`config.mk`:
```
export PLATFORM = sky130hd
export DESIGN_NAME = host_bus_port
export DESIGN_NICKNAME = d
export VERILOG_FILES = /design/src/host_port_pkg.sv /design/src/lane_parity.sv /design/src/host_bus_port.sv
export SDC_FILE = /design/constraint.sdc
export NUM_CORES = 1
export LEC_CHECK = 0
export BUFFER_PORTS_ARGS = -buffer_cell sky130_fd_sc_hd__clkbuf_2
export CAP_MARGIN = 30
export CORE_MARGIN = 4
export CORE_UTILIZATION = 30
export DETAILED_ROUTE_END_ITERATION = 16
export GPL_TIMING_DRIVEN = 0
export SLEW_MARGIN = 5
export SYNTH_ARGS = -nofsm -noshare
export SYNTH_HDL_FRONTEND = slang
export SYNTH_HIERARCHICAL = 1
export SYNTH_SLANG_ARGS = --single-unit
```
`constraint.sdc`:
```
create_clock -name pclk -period 2.5 [get_ports pclk]
set_input_delay 0.25 -clock pclk [delete_from_list [all_inputs] [get_ports pclk]]
set_output_delay 0.25 -clock pclk [all_outputs]
set_load 0.01 [all_outputs]
```
`src/host_port_pkg.sv`:
```
// Shared constants, types and carriers for the coprocessor system-bus port
package host_port_pkg;

  // APB register byte offsets
  localparam logic [7:0] REG_CFG_OFS = 8'h00;
  localparam logic [7:0] REG_STATUS_OFS = 8'h04;
  localparam logic [7:0] REG_PORT_WORD_OFS = 8'h08;
  localparam logic [7:0] REG_LAST_PTR_OFS = 8'h0C;

  // Configuration register fields and reset value
  localparam int unsigned CFG_ENH_BIG_ENDIAN_BIT = 7;
  localparam logic [31:0] CFG_RESET = 32'h0000_0000;

  // Status register fields
  localparam int unsigned ST_BUSY_BIT = 0;
  localparam int unsigned ST_PAR_ERR_BIT = 1;
  localparam int unsigned ST_PORT_BAD_BIT = 2;
  localparam int unsigned ST_HALF_WIDTH_BIT = 3;

  // Port command strobes per access and low-nibble command codes
  localparam logic PORT_LAST_STROBE = 1'b1;
  localparam logic [3:0] PORT_NIB_RESET = 4'h0;
  localparam logic [3:0] PORT_NIB_SELFTEST = 4'h1;
  localparam logic [3:0] PORT_NIB_RELOCATE = 4'h2;
  localparam logic [3:0] PORT_NIB_DUMP = 4'h3;

  // Width of the asynchronous pin bundle passed through the synchroniser
  localparam int unsigned SYNC_W = 41;
  // Idle pin levels during reset, so no false strobe edge follows it
  localparam logic [SYNC_W-1:0] SYNC_IDLE = 41'hF0_0000_0000;

  typedef enum logic [4:0] {
    ST_IDLE = 5'b00001,
    ST_ADDR = 5'b00010,
    ST_DATA1 = 5'b00100,
    ST_WAIT = 5'b01000,
    ST_DONE = 5'b10000
  } bus_state_t;

  typedef enum logic [1:0] {
    PCMD_RESET = 2'b00,
    PCMD_SELFTEST = 2'b01,
    PCMD_RELOCATE = 2'b10,
    PCMD_DUMP = 2'b11
  } port_cmd_kind_t;

  // Memory request from the internal DMA side; be is active high
  typedef struct packed {
    logic write;
    logic ptr32;
    logic [29:0] addr;
    logic [3:0] be;
    logic [31:0] wdata;
  } mem_req_t;

  // Decoded CPU port command
  typedef struct packed {
    logic valid;
    port_cmd_kind_t kind;
    logic [27:0] addr;
  } port_cmd_t;

endpackage : host_port_pkg

```
`src/lane_parity.sv`:
```
// Per-lane even parity generation and masked parity checking
`timescale 1ns/100ps
`default_nettype none
module lane_parity (
  input wire logic [31:0] data,
  input wire logic [3:0] par_in,
  input wire logic [3:0] lane_mask,
  output logic [3:0] par_gen,
  output logic err
);

  logic [3:0] lane_bad;

  genvar g;
  generate
    for (g = 0; g < 4; g++) begin : g_lane
      // Parity bit makes byte plus bit an even count of ones
      assign par_gen[g] = ^data[8*g +: 8];
      // Disabled lanes never flag an error
      assign lane_bad[g] = lane_mask[g] & (par_in[g] ^ par_gen[g]);
    end
  endgenerate

  assign err = |lane_bad;

endmodule : lane_parity
`default_nettype wire

```
`src/host_bus_port.sv`:
```
// System-bus master port with CPU port-command capture and parity handling
//
// Behaviour
// - All logic runs on pclk at 1X, rising edge only.
// - Data bus is 16 or 32 bits wide, chosen per access by bus-size pin.
// - Memory writes drive all 32 data lines, even on a 16-bit bus.
// - Data lines float after reset and while the bus is not owned.
// - During port access data lines are inputs carrying the next address word.
// - Low nibble decodes reset, relocate pointer, self-test or dump; bits 3:2 zero.
// - Writes drive one even parity bit per lane with the data.
// - Parity flag driven one clock after read ready, low on error.
// - Only lanes enabled by byte enables and bus size are checked.
// - Parity flag valid one clock after read data, high otherwise.
// - Thirty word-address lines driven for memory cycles, floated otherwise.
// - Four active-low byte enables map lanes 0..3; float when not owned.
// - Write/read indicator driven during cycles, floated otherwise.
// - Enhanced big-endian: true 32-bit pointers; split items stay two 16-bit halves.
// - Enhanced bit clear: legacy big-endian, software swaps pointer halves.
// - Half-width bus splits transfers touching both halves in two; lower half little, upper half big endian.
//
// The APB register port and the register addresses are this design's own decisions.
`timescale 1ns/100ps
`default_nettype none
module host_bus_port (
  input wire logic pclk,
  input wire logic presetn,
  input wire logic psel,
  input wire logic penable,
  input wire logic pwrite,
  input wire logic [7:0] paddr,
  input wire logic [31:0] pwdata,
  output logic [31:0] prdata,
  output logic pready,
  output logic pslverr,
  input wire logic req_valid,
  input wire host_port_pkg::mem_req_t req,
  output logic req_ready,
  output logic rsp_valid,
  output logic [31:0] rsp_rdata,
  output host_port_pkg::port_cmd_t port_cmd,
  input wire logic bus_grant,
  input wire logic half_width_select_n,
  input wire logic endian_select,
  input wire logic ready_n,
  input wire logic port_strobe_n,
  input wire logic [31:0] data_lines_i,
  output logic [31:0] data_lines_o,
  output logic data_lines_oe,
  input wire logic [3:0] lane_parity_i,
  output logic [3:0] lane_parity_o,
  output logic lane_parity_oe,
  output logic [29:0] word_address_lines_o,
  output logic word_address_lines_oe,
  output logic [3:0] byte_lane_enable_n_o,
  output logic byte_lane_enable_n_oe,
  output logic write_read_o,
  output logic write_read_oe,
  output logic parity_error_flag_n
);

  // Lanes of one access: whole word, or one 16-bit half of it
  function automatic logic [3:0] access_lanes(input logic [3:0] be, input logic half, input logic upper);
    access_lanes = !half ? be : upper ? {be[3:2], 2'b00} : {2'b00, be[1:0]};
  endfunction : access_lanes

  // Lanes a half-width bus carries: low pair little, high pair big endian
  function automatic logic [3:0] phys_lanes(input logic [3:0] lanes, input logic half, input logic little);
    logic [1:0] pair;
    pair = lanes[3:2] | lanes[1:0];
    phys_lanes = !half ? lanes : little ? {2'b00, pair} : {pair, 2'b00};
  endfunction : phys_lanes

  // Pointer view of a memory word under the byte-order settings
  function automatic logic [31:0] to_pointer(input logic [31:0] w, input logic little, input logic enh,
                                             input logic ptr32);
    to_pointer = little ? w : (enh && ptr32) ? {w[7:0], w[15:8], w[23:16], w[31:24]} :
                 {w[23:16], w[31:24], w[7:0], w[15:8]};
  endfunction : to_pointer

  // Two-stage synchroniser for every pin input
  logic [host_port_pkg::SYNC_W-1:0] sync1_q;
  logic [host_port_pkg::SYNC_W-1:0] sync2_q;

  always_ff @(posedge pclk or negedge presetn) begin
    if (!presetn) begin
      sync1_q <= host_port_pkg::SYNC_IDLE;
      sync2_q <= host_port_pkg::SYNC_IDLE;
    end else begin
      sync1_q <= {bus_grant, half_width_select_n, endian_select, ready_n, port_strobe_n,
                  data_lines_i, lane_parity_i};
      sync2_q <= sync1_q;
    end
  end

  logic grant_s, half_n_s, little_s, ready_n_s, strobe_n_s;
  logic [31:0] data_s;
  logic [3:0] par_s;

  assign {grant_s, half_n_s, little_s, ready_n_s, strobe_n_s, data_s, par_s} = sync2_q;

  // Configuration and status
  logic [31:0] cfg_q, port_word_q, last_ptr_q;
  logic par_err_sticky_q, port_bad_sticky_q, enh_be;

  assign enh_be = cfg_q[host_port_pkg::CFG_ENH_BIG_ENDIAN_BIT];

  // Bus cycle sequencer
  host_port_pkg::bus_state_t state_q;
  host_port_pkg::mem_req_t cur_q;
  logic half_q, little_q, upper_q, need_upper_q, rd_err, start;
  logic [31:0] rdata_q, wdrive;
  logic [3:0] lanes, chk_mask, wpar;
  logic [15:0] whalf;

  assign lanes = access_lanes(cur_q.be, half_q, upper_q);
  assign chk_mask = phys_lanes(lanes, half_q, little_q);
  assign whalf = upper_q ? cur_q.wdata[31:16] : cur_q.wdata[15:0];
  // Active half on both halves, so all 32 lines carry data
  assign wdrive = half_q ? {whalf, whalf} : cur_q.wdata;
  assign start = (state_q == host_port_pkg::ST_IDLE) && req_valid && req_ready;

  lane_parity u_wr_par (
    .data(wdrive),
    .par_in(4'h0),
    .lane_mask(4'h0),
    .par_gen(wpar),
    .err()
  );

  lane_parity u_rd_par (
    .data(data_s),
    .par_in(par_s),
    .lane_mask(chk_mask),
    .par_gen(),
    .err(rd_err)
  );

  always_ff @(posedge pclk or negedge presetn) begin
    if (!presetn) begin
      state_q <= host_port_pkg::ST_IDLE;
      cur_q <= '0;
      half_q <= 1'b0;
      little_q <= 1'b1;
      upper_q <= 1'b0;
      need_upper_q <= 1'b0;
      rdata_q <= 32'h0000_0000;
    end else begin
      case (state_q)
        host_port_pkg::ST_IDLE: begin
          if (start) begin
            cur_q <= req;
            // Bus size and byte order are taken per access
            half_q <= !half_n_s;
            little_q <= little_s;
            upper_q <= !half_n_s && (req.be[1:0] == 2'b00);
            need_upper_q <= !half_n_s && (req.be[1:0] != 2'b00) && (req.be[3:2] != 2'b00);
            rdata_q <= 32'h0000_0000;
            state_q <= host_port_pkg::ST_ADDR;
          end
        end
        host_port_pkg::ST_ADDR: begin
          state_q <= host_port_pkg::ST_DATA1;
        end
        host_port_pkg::ST_DATA1: begin
          // Ready is not looked at in the first data clock
          state_q <= host_port_pkg::ST_WAIT;
        end
        host_port_pkg::ST_WAIT: begin
          if (!ready_n_s) begin
            if (!half_q) begin
              rdata_q <= data_s;
            end else if (upper_q) begin
              rdata_q[31:16] <= little_q ? data_s[15:0] : data_s[31:16];
            end else begin
              rdata_q[15:0] <= little_q ? data_s[15:0] : data_s[31:16];
            end
            if (need_upper_q) begin
              need_upper_q <= 1'b0;
              upper_q <= 1'b1;
              state_q <= host_port_pkg::ST_ADDR;
            end else begin
              state_q <= host_port_pkg::ST_DONE;
            end
          end
        end
        host_port_pkg::ST_DONE: begin
          state_q <= host_port_pkg::ST_IDLE;
        end
        default: begin
          state_q <= host_port_pkg::ST_IDLE;
        end
      endcase
    end
  end

  // Pin drivers; enables also drop three clocks after the grant is lost (two sync stages plus output register)
  logic active, drive_wr;

  assign active = (state_q == host_port_pkg::ST_ADDR) || (state_q == host_port_pkg::ST_DATA1) ||
                  (state_q == host_port_pkg::ST_WAIT);
  assign drive_wr = active && cur_q.write && grant_s && strobe_n_s;

  always_ff @(posedge pclk or negedge presetn) begin
    if (!presetn) begin
      word_address_lines_o <= '0;
      word_address_lines_oe <= 1'b0;
      byte_lane_enable_n_o <= 4'hF;
      byte_lane_enable_n_oe <= 1'b0;
      write_read_o <= 1'b0;
      write_read_oe <= 1'b0;
      data_lines_o <= 32'h0000_0000;
      data_lines_oe <= 1'b0;
      lane_parity_o <= 4'h0;
      lane_parity_oe <= 1'b0;
    end else begin
      word_address_lines_o <= cur_q.addr;
      word_address_lines_oe <= active && grant_s;
      byte_lane_enable_n_o <= ~lanes;
      byte_lane_enable_n_oe <= active && grant_s;
      write_read_o <= cur_q.write;
      write_read_oe <= active && grant_s;
      data_lines_o <= wdrive;
      // Never drive while not owning the bus or while the CPU writes a port word
      data_lines_oe <= drive_wr;
      lane_parity_o <= wpar;
      lane_parity_oe <= drive_wr;
    end
  end

  // Parity flag: low for the single clock after a failing read ready
  always_ff @(posedge pclk or negedge presetn) begin
    if (!presetn) begin
      parity_error_flag_n <= 1'b1;
    end else if (state_q == host_port_pkg::ST_WAIT && !ready_n_s && !cur_q.write) begin
      parity_error_flag_n <= !rd_err;
    end else begin
      parity_error_flag_n <= 1'b1;
    end
  end

  // Internal request handshake and response
  always_ff @(posedge pclk or negedge presetn) begin
    if (!presetn) begin
      req_ready <= 1'b0;
      rsp_valid <= 1'b0;
      rsp_rdata <= 32'h0000_0000;
      last_ptr_q <= 32'h0000_0000;
    end else begin
      req_ready <= (state_q == host_port_pkg::ST_IDLE) && !start && grant_s && strobe_n_s;
      rsp_valid <= (state_q == host_port_pkg::ST_DONE);
      if (state_q == host_port_pkg::ST_DONE && !cur_q.write) begin
        rsp_rdata <= to_pointer(rdata_q, little_q, enh_be, cur_q.ptr32);
        last_ptr_q <= to_pointer(rdata_q, little_q, enh_be, cur_q.ptr32);
      end
    end
  end

  // CPU port access: two strobes per command, data latched on each
  logic strobe_d_q, second_q, strobe_fall, port_bad_set;
  logic [15:0] first_low_q;
  logic [31:0] port_full;

  assign strobe_fall = strobe_d_q && !strobe_n_s;
  assign port_full = !half_n_s ? {data_s[15:0], first_low_q} : data_s;
  assign port_bad_set = strobe_fall && second_q && (port_full[3:2] != 2'b00 ||
                        (port_full[3:0] == host_port_pkg::PORT_NIB_RESET && port_full[31:4] != 28'h000_0000));

  always_ff @(posedge pclk or negedge presetn) begin
    if (!presetn) begin
      strobe_d_q <= 1'b1;
      second_q <= 1'b0;
      first_low_q <= 16'h0000;
      port_word_q <= 32'h0000_0000;
      port_cmd <= '0;
    end else begin
      strobe_d_q <= strobe_n_s;
      port_cmd.valid <= 1'b0;
      if (strobe_fall) begin
        port_word_q <= data_s;
        second_q <= !second_q;
        if (!second_q) begin
          first_low_q <= data_s[15:0];
        end else if (!port_bad_set) begin
          // Address occupies bits 31:4; low nibble is the command
          port_cmd.valid <= 1'b1;
          port_cmd.addr <= port_full[31:4];
          case (port_full[3:0])
            host_port_pkg::PORT_NIB_SELFTEST: port_cmd.kind <= host_port_pkg::PCMD_SELFTEST;
            host_port_pkg::PORT_NIB_RELOCATE: port_cmd.kind <= host_port_pkg::PCMD_RELOCATE;
            host_port_pkg::PORT_NIB_DUMP: port_cmd.kind <= host_port_pkg::PCMD_DUMP;
            default: port_cmd.kind <= host_port_pkg::PCMD_RESET;
          endcase
        end
      end
    end
  end

  // APB slave: one wait state, so every bus output comes from a register
  logic apb_access, apb_commit, mapped;
  logic [31:0] rd_mux, status;

  assign apb_access = psel && penable && !pready;
  assign apb_commit = psel && penable && pready;
  assign mapped = (paddr == host_port_pkg::REG_CFG_OFS) || (paddr == host_port_pkg::REG_STATUS_OFS) ||
                  (paddr == host_port_pkg::REG_PORT_WORD_OFS) || (paddr == host_port_pkg::REG_LAST_PTR_OFS);

  always_comb begin
    status = 32'h0000_0000;
    status[host_port_pkg::ST_BUSY_BIT] = (state_q != host_port_pkg::ST_IDLE);
    status[host_port_pkg::ST_PAR_ERR_BIT] = par_err_sticky_q;
    status[host_port_pkg::ST_PORT_BAD_BIT] = port_bad_sticky_q;
    status[host_port_pkg::ST_HALF_WIDTH_BIT] = half_q;
    case (paddr)
      host_port_pkg::REG_CFG_OFS: rd_mux = cfg_q;
      host_port_pkg::REG_STATUS_OFS: rd_mux = status;
      host_port_pkg::REG_PORT_WORD_OFS: rd_mux = port_word_q;
      host_port_pkg::REG_LAST_PTR_OFS: rd_mux = last_ptr_q;
      default: rd_mux = 32'h0000_0000;
    endcase
  end

  always_ff @(posedge pclk or negedge presetn) begin
    if (!presetn) begin
      pready <= 1'b0;
      prdata <= 32'h0000_0000;
      pslverr <= 1'b0;
    end else begin
      pready <= apb_access;
      prdata <= (apb_access && !pwrite) ? rd_mux : 32'h0000_0000;
      pslverr <= apb_access && !mapped;
    end
  end

  // Only bit 7 of the configuration is implemented; others read zero
  always_ff @(posedge pclk or negedge presetn) begin
    if (!presetn) begin
      cfg_q <= host_port_pkg::CFG_RESET;
    end else if (apb_commit && pwrite && paddr == host_port_pkg::REG_CFG_OFS) begin
      cfg_q <= 32'h0000_0000;
      cfg_q[host_port_pkg::CFG_ENH_BIG_ENDIAN_BIT] <= pwdata[host_port_pkg::CFG_ENH_BIG_ENDIAN_BIT];
    end
  end

  // Sticky flags: write one to clear, a new event in the same cycle wins
  logic st_wr;

  assign st_wr = apb_commit && pwrite && paddr == host_port_pkg::REG_STATUS_OFS;

  always_ff @(posedge pclk or negedge presetn) begin
    if (!presetn) begin
      par_err_sticky_q <= 1'b0;
      port_bad_sticky_q <= 1'b0;
    end else begin
      par_err_sticky_q <= (par_err_sticky_q && !(st_wr && pwdata[host_port_pkg::ST_PAR_ERR_BIT])) ||
                          (state_q == host_port_pkg::ST_WAIT && !ready_n_s && !cur_q.write && rd_err);
      port_bad_sticky_q <= (port_bad_sticky_q && !(st_wr && pwdata[host_port_pkg::ST_PORT_BAD_BIT])) ||
                           port_bad_set;
    end
  end

endmodule : host_bus_port
`default_nettype wire

```
==> reports/qor.txt, run 1 <==
LOGIC SYNTHESIS
---------------------------------------------------------------------------------
Syn_area_per_cell ..................................................   12.63 um^2
Post-Synthesis Cells ...............................................         1326
Net count after synthesis ..........................................         1481
Post-synth design cell area ........................................   16750 um^2
Synth Warn # .......................................................            6

STA
---------------------------------------------------------------------------------
Final setup violation count ........................................            0
Min Tclk post-route ................................................     2.395 ns
Final Slew Violations ..............................................            0
Share of the clock period used by the worst path after layout ......       95.80%
Max Freq ...........................................................    417.6 MHz
Slew at the pin closest to its max-slew limit ......................    0.9099 ns
Headroom to the max-slew limit .....................................       39.34%
Unrepaired setup endpoints after global routing ....................         true
Final number of hold-violating endpoints ...........................            0
Sum of negative setup slack ........................................         0 ns
Layout Skew ........................................................   0.01549 ns

WORST SETUP PATH
---------------------------------------------------------------------------------
WP data arrival ....................................................      2.85 ns
Startpoint type of the worst setup path ............................         flop
Slack of the worst reg-to-reg path .................................      0.11 ns
Setup crit end kind ................................................         flop
R2R cell count .....................................................            7
Startpoint-to-endpoint class of the critical path ..................      reg2reg
Worst reg2reg path startpoint ......................................  sync2_q[15]
Destination of the worst register-to-register timing path .......... port_cmd[14]
Required @ worst endpoint ..........................................      2.96 ns
Largest fanout on the critical path ................................           10

CLOCKING
---------------------------------------------------------------------------------
Insertion delay of the later-clocked pin in the worst-skew pair ....      0.58 ns
Clock slew seen by the registers of the worst setup and hold paths .      0.06 ns
TritonCTS sink count ...............................................          417
Number of buffers between clock root and the deepest sink ..........            3
H-Tree Depth .......................................................            2
Clock root cell ....................................................    clkbuf_16
CTS tree ...........................................................         done
CTS buffer count ...................................................           47

POWER
---------------------------------------------------------------------------------
VDD IR max .........................................................    0.5011 mV
Total power after layout ...........................................    0.02085 W
Pwr dens ........................................................... 947.5 nW/um^2
Cell leakage power .................................................     10.06 nW

GLOBAL ROUTE
---------------------------------------------------------------------------------
Initial antenna violation count ....................................            4
Total congestion overflow after global routing .....................            0
Global-route wire length before repair .............................     80.79 mm
Via count of the first global-routing pass .........................        13130
Global-route total usage across every layer ........................       17.69%
Largest net degree at the start of global routing ..................          115

WORST HOLD PATH
---------------------------------------------------------------------------------
Worst hold path class ..............................................     in2async

PLACEMENT
---------------------------------------------------------------------------------
Number of input and output port buffers inserted ...................          299
Final RePlAce weighted congestion ..................................       0.8703
Sum of net half-perimeters after detailed placement ................     38.01 mm

ROUTING
---------------------------------------------------------------------------------
Total detailed-routing wirelength ..................................     53.39 mm
Via/cell ratio .....................................................        4.801
DR DRC count .......................................................            0
First drt pass iteration count .....................................            5
Post-route ant nets ................................................            0
Number of DRC markers after the initial detailed-route iteration ...          717
Routed vias ........................................................        12400
Post-detailed-route wirelength per cell ............................     20.68 um

FINISH
---------------------------------------------------------------------------------
Sequential cell area in the final layout ...........................   10460 um^2
Area of the multi-input gates ......................................    5871 um^2
Number of fillers in the final layout ..............................         5273
Area added between synthesis and finish ............................       31.38%
Ratio of cells with drive above 1 in the final layout ..............       33.41%
Final net count ....................................................         1949

DIE
---------------------------------------------------------------------------------
# rows .............................................................           86
Floorplan Core Area ................................................   55200 um^2
Num ports ..........................................................          331
Floorplan die height ...............................................     244.3 um
Die width ..........................................................     244.3 um
Area of the die ....................................................   59680 um^2
Initial standard-cell utilization of the core ......................       30.35%

OUTCOME
---------------------------------------------------------------------------------
Outcome ............................................................ finished clean

RUN
---------------------------------------------------------------------------------
Max Cap Viol .......................................................            0

-- flip-flops by register name, summed over array words and instances, names as in the netlist, 5 cells and up --
register / flops
cur_q: 68
data_lines_o: 32
first_low_q: 16
last_ptr_q: 32
port_cmd: 31
port_word_q: 32
prdata: 32
rdata_q: 32
state_q: 5
sync1_q: 41
sync2_q: 41
word_address_lines_o: 30
-- metrics by stage --
stage	instance area, um^2	hold slack [ns]	cells	utilization, %	worst slack (ns)
global route	22000	0.05045	2581	39.86	0.003077
CTS	21940	0.03001	2577	39.75	0.01990
floorplan	16750	-0.04559	1326	-	0.2712
finish	22010	0.06550	2582	39.87	0.1051
global placement	19180	0.3365	2373	34.75	-7.972
detailed placement	19310	0.1044	2378	34.98	-0.5188
-- worst max path at each step --
stage                 from               end  cells after the start
3_3_place_gp       presetn         prdata[9]                      1
6_report       sync2_q[15]      port_cmd[14]                      7
4_1_cts             half_q  lane_parity_o[1]                      8
5_1_grt         state_q[1]        rdata_q[4]                      7
3_5_place_dp        half_q  lane_parity_o[1]                      8
2_1_floorplan       half_q  lane_parity_o[1]                      8
-- layout make-up --
class                           count  area share (%)
Antenna cell                        5         0.05685
Buffer                             91           2.024
Clock buffer                       71           6.260
Clock inverter                     13          0.4207
Inverter                           10          0.1706
Multi-Input combinational cell    807           26.68
Sequential cell                   417           47.51
Tap cell                          748           4.253
Timing Repair Buffer              420           12.63
-- per-layer routing --
metal	up-vias	part of all wire, %	global-route usage (%)	wire length (um)
met5	-	0	0	0
met4	0	3.3	6.211	1746
met3	111	5.5	3.531	2955
met2	396	48	28.64	25420
met1	6289	44	23.78	23270
li1	5600	-	-	-
-- worst max-delay path, cell delays in order, from the launching register on --
cell     delay [ns]
dfrtp_1        0.63
or4b_1         0.61
o22ai_1        0.12
and4b_1        0.21
buf_2          0.15
a21oi_2        0.11
buf_6          0.17
o31a_1         0.28
-- power by group --
group	total, W	switching (W)	leakage, nW	internal, W
clock	0.00660	0.00279	0.721	0.00380
sequential	0.00906	0.000901	5.11	0.00816
combinational	0.00519	0.00266	4.22	0.00254
-- placed cells by master (no fill, tap or decap), types with 34 or more instances in the layout --
| cell type | instances |
|---|---|
| a21oi_1 | 68 |
| clkbuf_1 | 59 |
| clkbuf_16 | 48 |
| clkbuf_2 | 306 |
| dfrtp_1 | 400 |
| dlygate4sd3_1 | 115 |
| mux2_2 | 163 |
| mux2i_1 | 60 |
| nand2_1 | 166 |
| nand3_1 | 34 |
| nor2_1 | 45 |
| o21ai_0 | 41 |
| xnor2_1 | 49 |
-- repair_timing --
item / in CTS / in global routing
gates resized for setup: 7 / 27
pin swaps: 1 / 0
setup endpoints to repair: 76 / 102
hold buffers: 115 / 0
setup buffers: 1 / 0
hold endpoints to repair: 332 / 0
(Power assumes the default switching activity.)
==> inputs of run 2 (changes only) <==
--- a/config.mk
+++ b/config.mk
@@ -11,6 +11,8 @@
 export CORE_UTILIZATION = 30
 export DETAILED_ROUTE_END_ITERATION = 16
 export GPL_TIMING_DRIVEN = 0
+export PLACE_DENSITY_LB_ADDON = 0.12
+export SETUP_SLACK_MARGIN = 0.15
 export SLEW_MARGIN = 5
 export SYNTH_ARGS = -nofsm -noshare
 export SYNTH_HDL_FRONTEND = slang
==> reports/qor.txt, run 2 (same netlist as run 1, synthesis figures left out) <==
OUTCOME
---------------------------------------------------------------------------------
Outcome ............................................................ finished clean

WORST SETUP PATH
---------------------------------------------------------------------------------
Start point of the critical path ...................................       half_q
Worst reg2reg path startpoint ......................................       half_q
Slack of the worst reg-to-reg path .................................      0.19 ns
Required @ worst endpoint ..........................................      2.99 ns
Setup crit end kind ................................................         flop
Largest fanout on the critical path ................................           10
WP data arrival ....................................................      2.80 ns
Startpoint-to-endpoint class of the critical path ..................      reg2reg
Startpoint type of the worst setup path ............................         flop

FINISH
---------------------------------------------------------------------------------
Most common cell after layout, fill and taps aside .................      dfrtp_1
Commonest cells after routing, fill and taps aside ................. dfrtp_1 (394), clkbuf_2 (313), nand2_1 (166)
Area added between synthesis and finish ............................       32.44%
Ratio of cells with drive above 1 in the final layout ..............       34.77%
Final net count ....................................................         1953
Register ranked first by flip-flop count ...........................        cur_q
Largest registers .................................................. cur_q: 68 flops, sync1_q: 41 flops, sync2_q: 41 flops
Number of flip-flops under the largest register name ...............           68

DIE
---------------------------------------------------------------------------------
Die width ..........................................................     244.3 um
# rows .............................................................           86
Floorplan Core Area ................................................   55200 um^2
Num ports ..........................................................          331
Initial standard-cell utilization of the core ......................       30.35%
Area of the die ....................................................   59680 um^2
Floorplan die height ...............................................     244.3 um

GLOBAL ROUTE
---------------------------------------------------------------------------------
Via count of the first global-routing pass .........................        13280
Initial antenna violation count ....................................            2
Largest net degree at the start of global routing ..................          104
Total congestion overflow after global routing .....................            0
Global-route wire length before repair .............................     84.86 mm
Global-route total usage across every layer ........................       18.53%

POWER
---------------------------------------------------------------------------------
VDD IR max .........................................................    0.5000 mV
Cell leakage power .................................................     10.16 nW
Pwr dens ........................................................... 957.0 nW/um^2
Total power after layout ...........................................    0.02123 W

WORST HOLD PATH
---------------------------------------------------------------------------------
Worst hold path class ..............................................       in2reg
Worst min-delay path startpoint ....................................    req_valid

ROUTING
---------------------------------------------------------------------------------
First drt pass iteration count .....................................            5
Via/cell ratio .....................................................        4.759
Post-route ant nets ................................................            0
Total detailed-routing wirelength ..................................     55.62 mm
Post-detailed-route wirelength per cell ............................     21.52 um
Routed vias ........................................................        12300
DR DRC count .......................................................            0
Number of DRC markers after the initial detailed-route iteration ...          664

CLOCKING
---------------------------------------------------------------------------------
Clock root cell ....................................................    clkbuf_16
H-Tree Depth .......................................................            2
Clock slew seen by the registers of the worst setup and hold paths .      0.06 ns
Insertion delay of the later-clocked pin in the worst-skew pair ....      0.57 ns
Number of buffers between clock root and the deepest sink ..........            3
CTS tree ...........................................................         done
CTS buffer count ...................................................           47
TritonCTS sink count ...............................................          417

STA
---------------------------------------------------------------------------------
Unrepaired setup endpoints after global routing ....................         true
Min Tclk post-route ................................................     2.306 ns
Layout Skew ........................................................   0.01545 ns
Final number of hold-violating endpoints ...........................            0
Final Slew Violations ..............................................            0
Slew at the pin closest to its max-slew limit ......................    0.8972 ns
Worst hold slack across all endpoints ..............................   0.08980 ns
Headroom to the max-slew limit .....................................       40.03%
Max Freq ...........................................................    433.6 MHz
Final setup violation count ........................................            0
Share of the clock period used by the worst path after layout ......       92.24%

PLACEMENT
---------------------------------------------------------------------------------
Final RePlAce weighted congestion ..................................       0.8584
Number of input and output port buffers inserted ...................          299
Sum of net half-perimeters after detailed placement ................     39.21 mm

RUN
---------------------------------------------------------------------------------
Max Cap Viol .......................................................            0

==> run 2: cell types whose count changed in the layout (fill, tap and decap cells not counted), moves of 2 or more <==
cell       delta
inv_6         -2
bufinv_16     +3
o22ai_4       +2
clkbuf_2      +7
diode_2       -3
dfrtp_2       +6
clkbuf_1     -13
dfrtp_1       -6
buf_4         +7
clkinv_2      +7
clkbuf_4      +2
buf_2         -3
o22ai_2       -2
==> run 2: power by group <==
group | switching [W] | internal, W | total (W)
Combinational | 0.00268 | 0.00256 | 0.00523
Clock | 0.00280 | 0.00413 | 0.00692
Sequential | 0.000912 | 0.00816 | 0.00907
==> run 2: through the flow <==
| stage | TNS, ns | instances | worst slack [ns] | utilization (%) | area (um^2) |
|---|---|---|---|---|---|
| 2_1_floorplan | 0 | 1326 | 0.2712 | - | 16750 |
| 3_3_place_gp | -3457.04 | 2373 | -8.467 | 34.75 | 19180 |
| 3_5_place_dp | -5.441 | 2377 | -0.4935 | 34.98 | 19310 |
| 4_1_cts | 0 | 2582 | 0.03936 | 40.04 | 22110 |
| 5_1_grt | 0 | 2584 | 0.07791 | 40.19 | 22180 |
| 6_report | 0 | 2585 | 0.1940 | 40.19 | 22190 |
==> run 2: metal layers <==
metal	GRT usage, %	vias up	wire [um]
li1	-	5599	-
met1	26.39	6306	26260
met2	29.59	321	25700
met3	3.235	77	2457
met4	4.523	0	1199
met5	0	-	0
==> run 2: final timing paths <==
kind,end,cells after the start
worst max-delay path,lane_parity_o[1],8
worst min-delay path,req_ready,3
worst max register to register,lane_parity_o[1],8
worst min register to register,sync2_q[32],0
max in group asynchronous,prdata[9],4
min in group asynchronous,cur_q[48],2
==> run 2: worst max-delay path, cell delays in order (launching register included) <==
cell	delay (ns)
dfrtp_1	0.37
clkbuf_2	0.20
nand2_1	0.19
clkbuf_4	0.29
clkbuf_4	0.29
mux2_2	0.38
xnor2_1	0.24
xnor2_1	0.16
xnor2_1	0.13
==> run 2: final cells by class <==
| cell class | instances | area (um^2) |
|---|---|---|
| Antenna cell | 2 | 5.005 |
| Buffer | 92 | 481.7 |
| Clock buffer | 67 | 1374 |
| Clock inverter | 19 | 175.2 |
| Fill cell | 5355 | 33020 |
| Inverter | 10 | 37.54 |
| Multi-Input combinational cell | 807 | 5908 |
| Sequential cell | 417 | 10460 |
| Tap cell | 748 | 935.9 |
| Timing Repair Buffer | 423 | 2804 |
==> run 2: timing repair <==
action	4_1_cts	5_1_grt
hold buffers	115	0
gates resized for setup	31	34
hold endpoints to repair	415	0
setup endpoints to repair	167	69
setup buffers	4	1
pin swaps	1	1
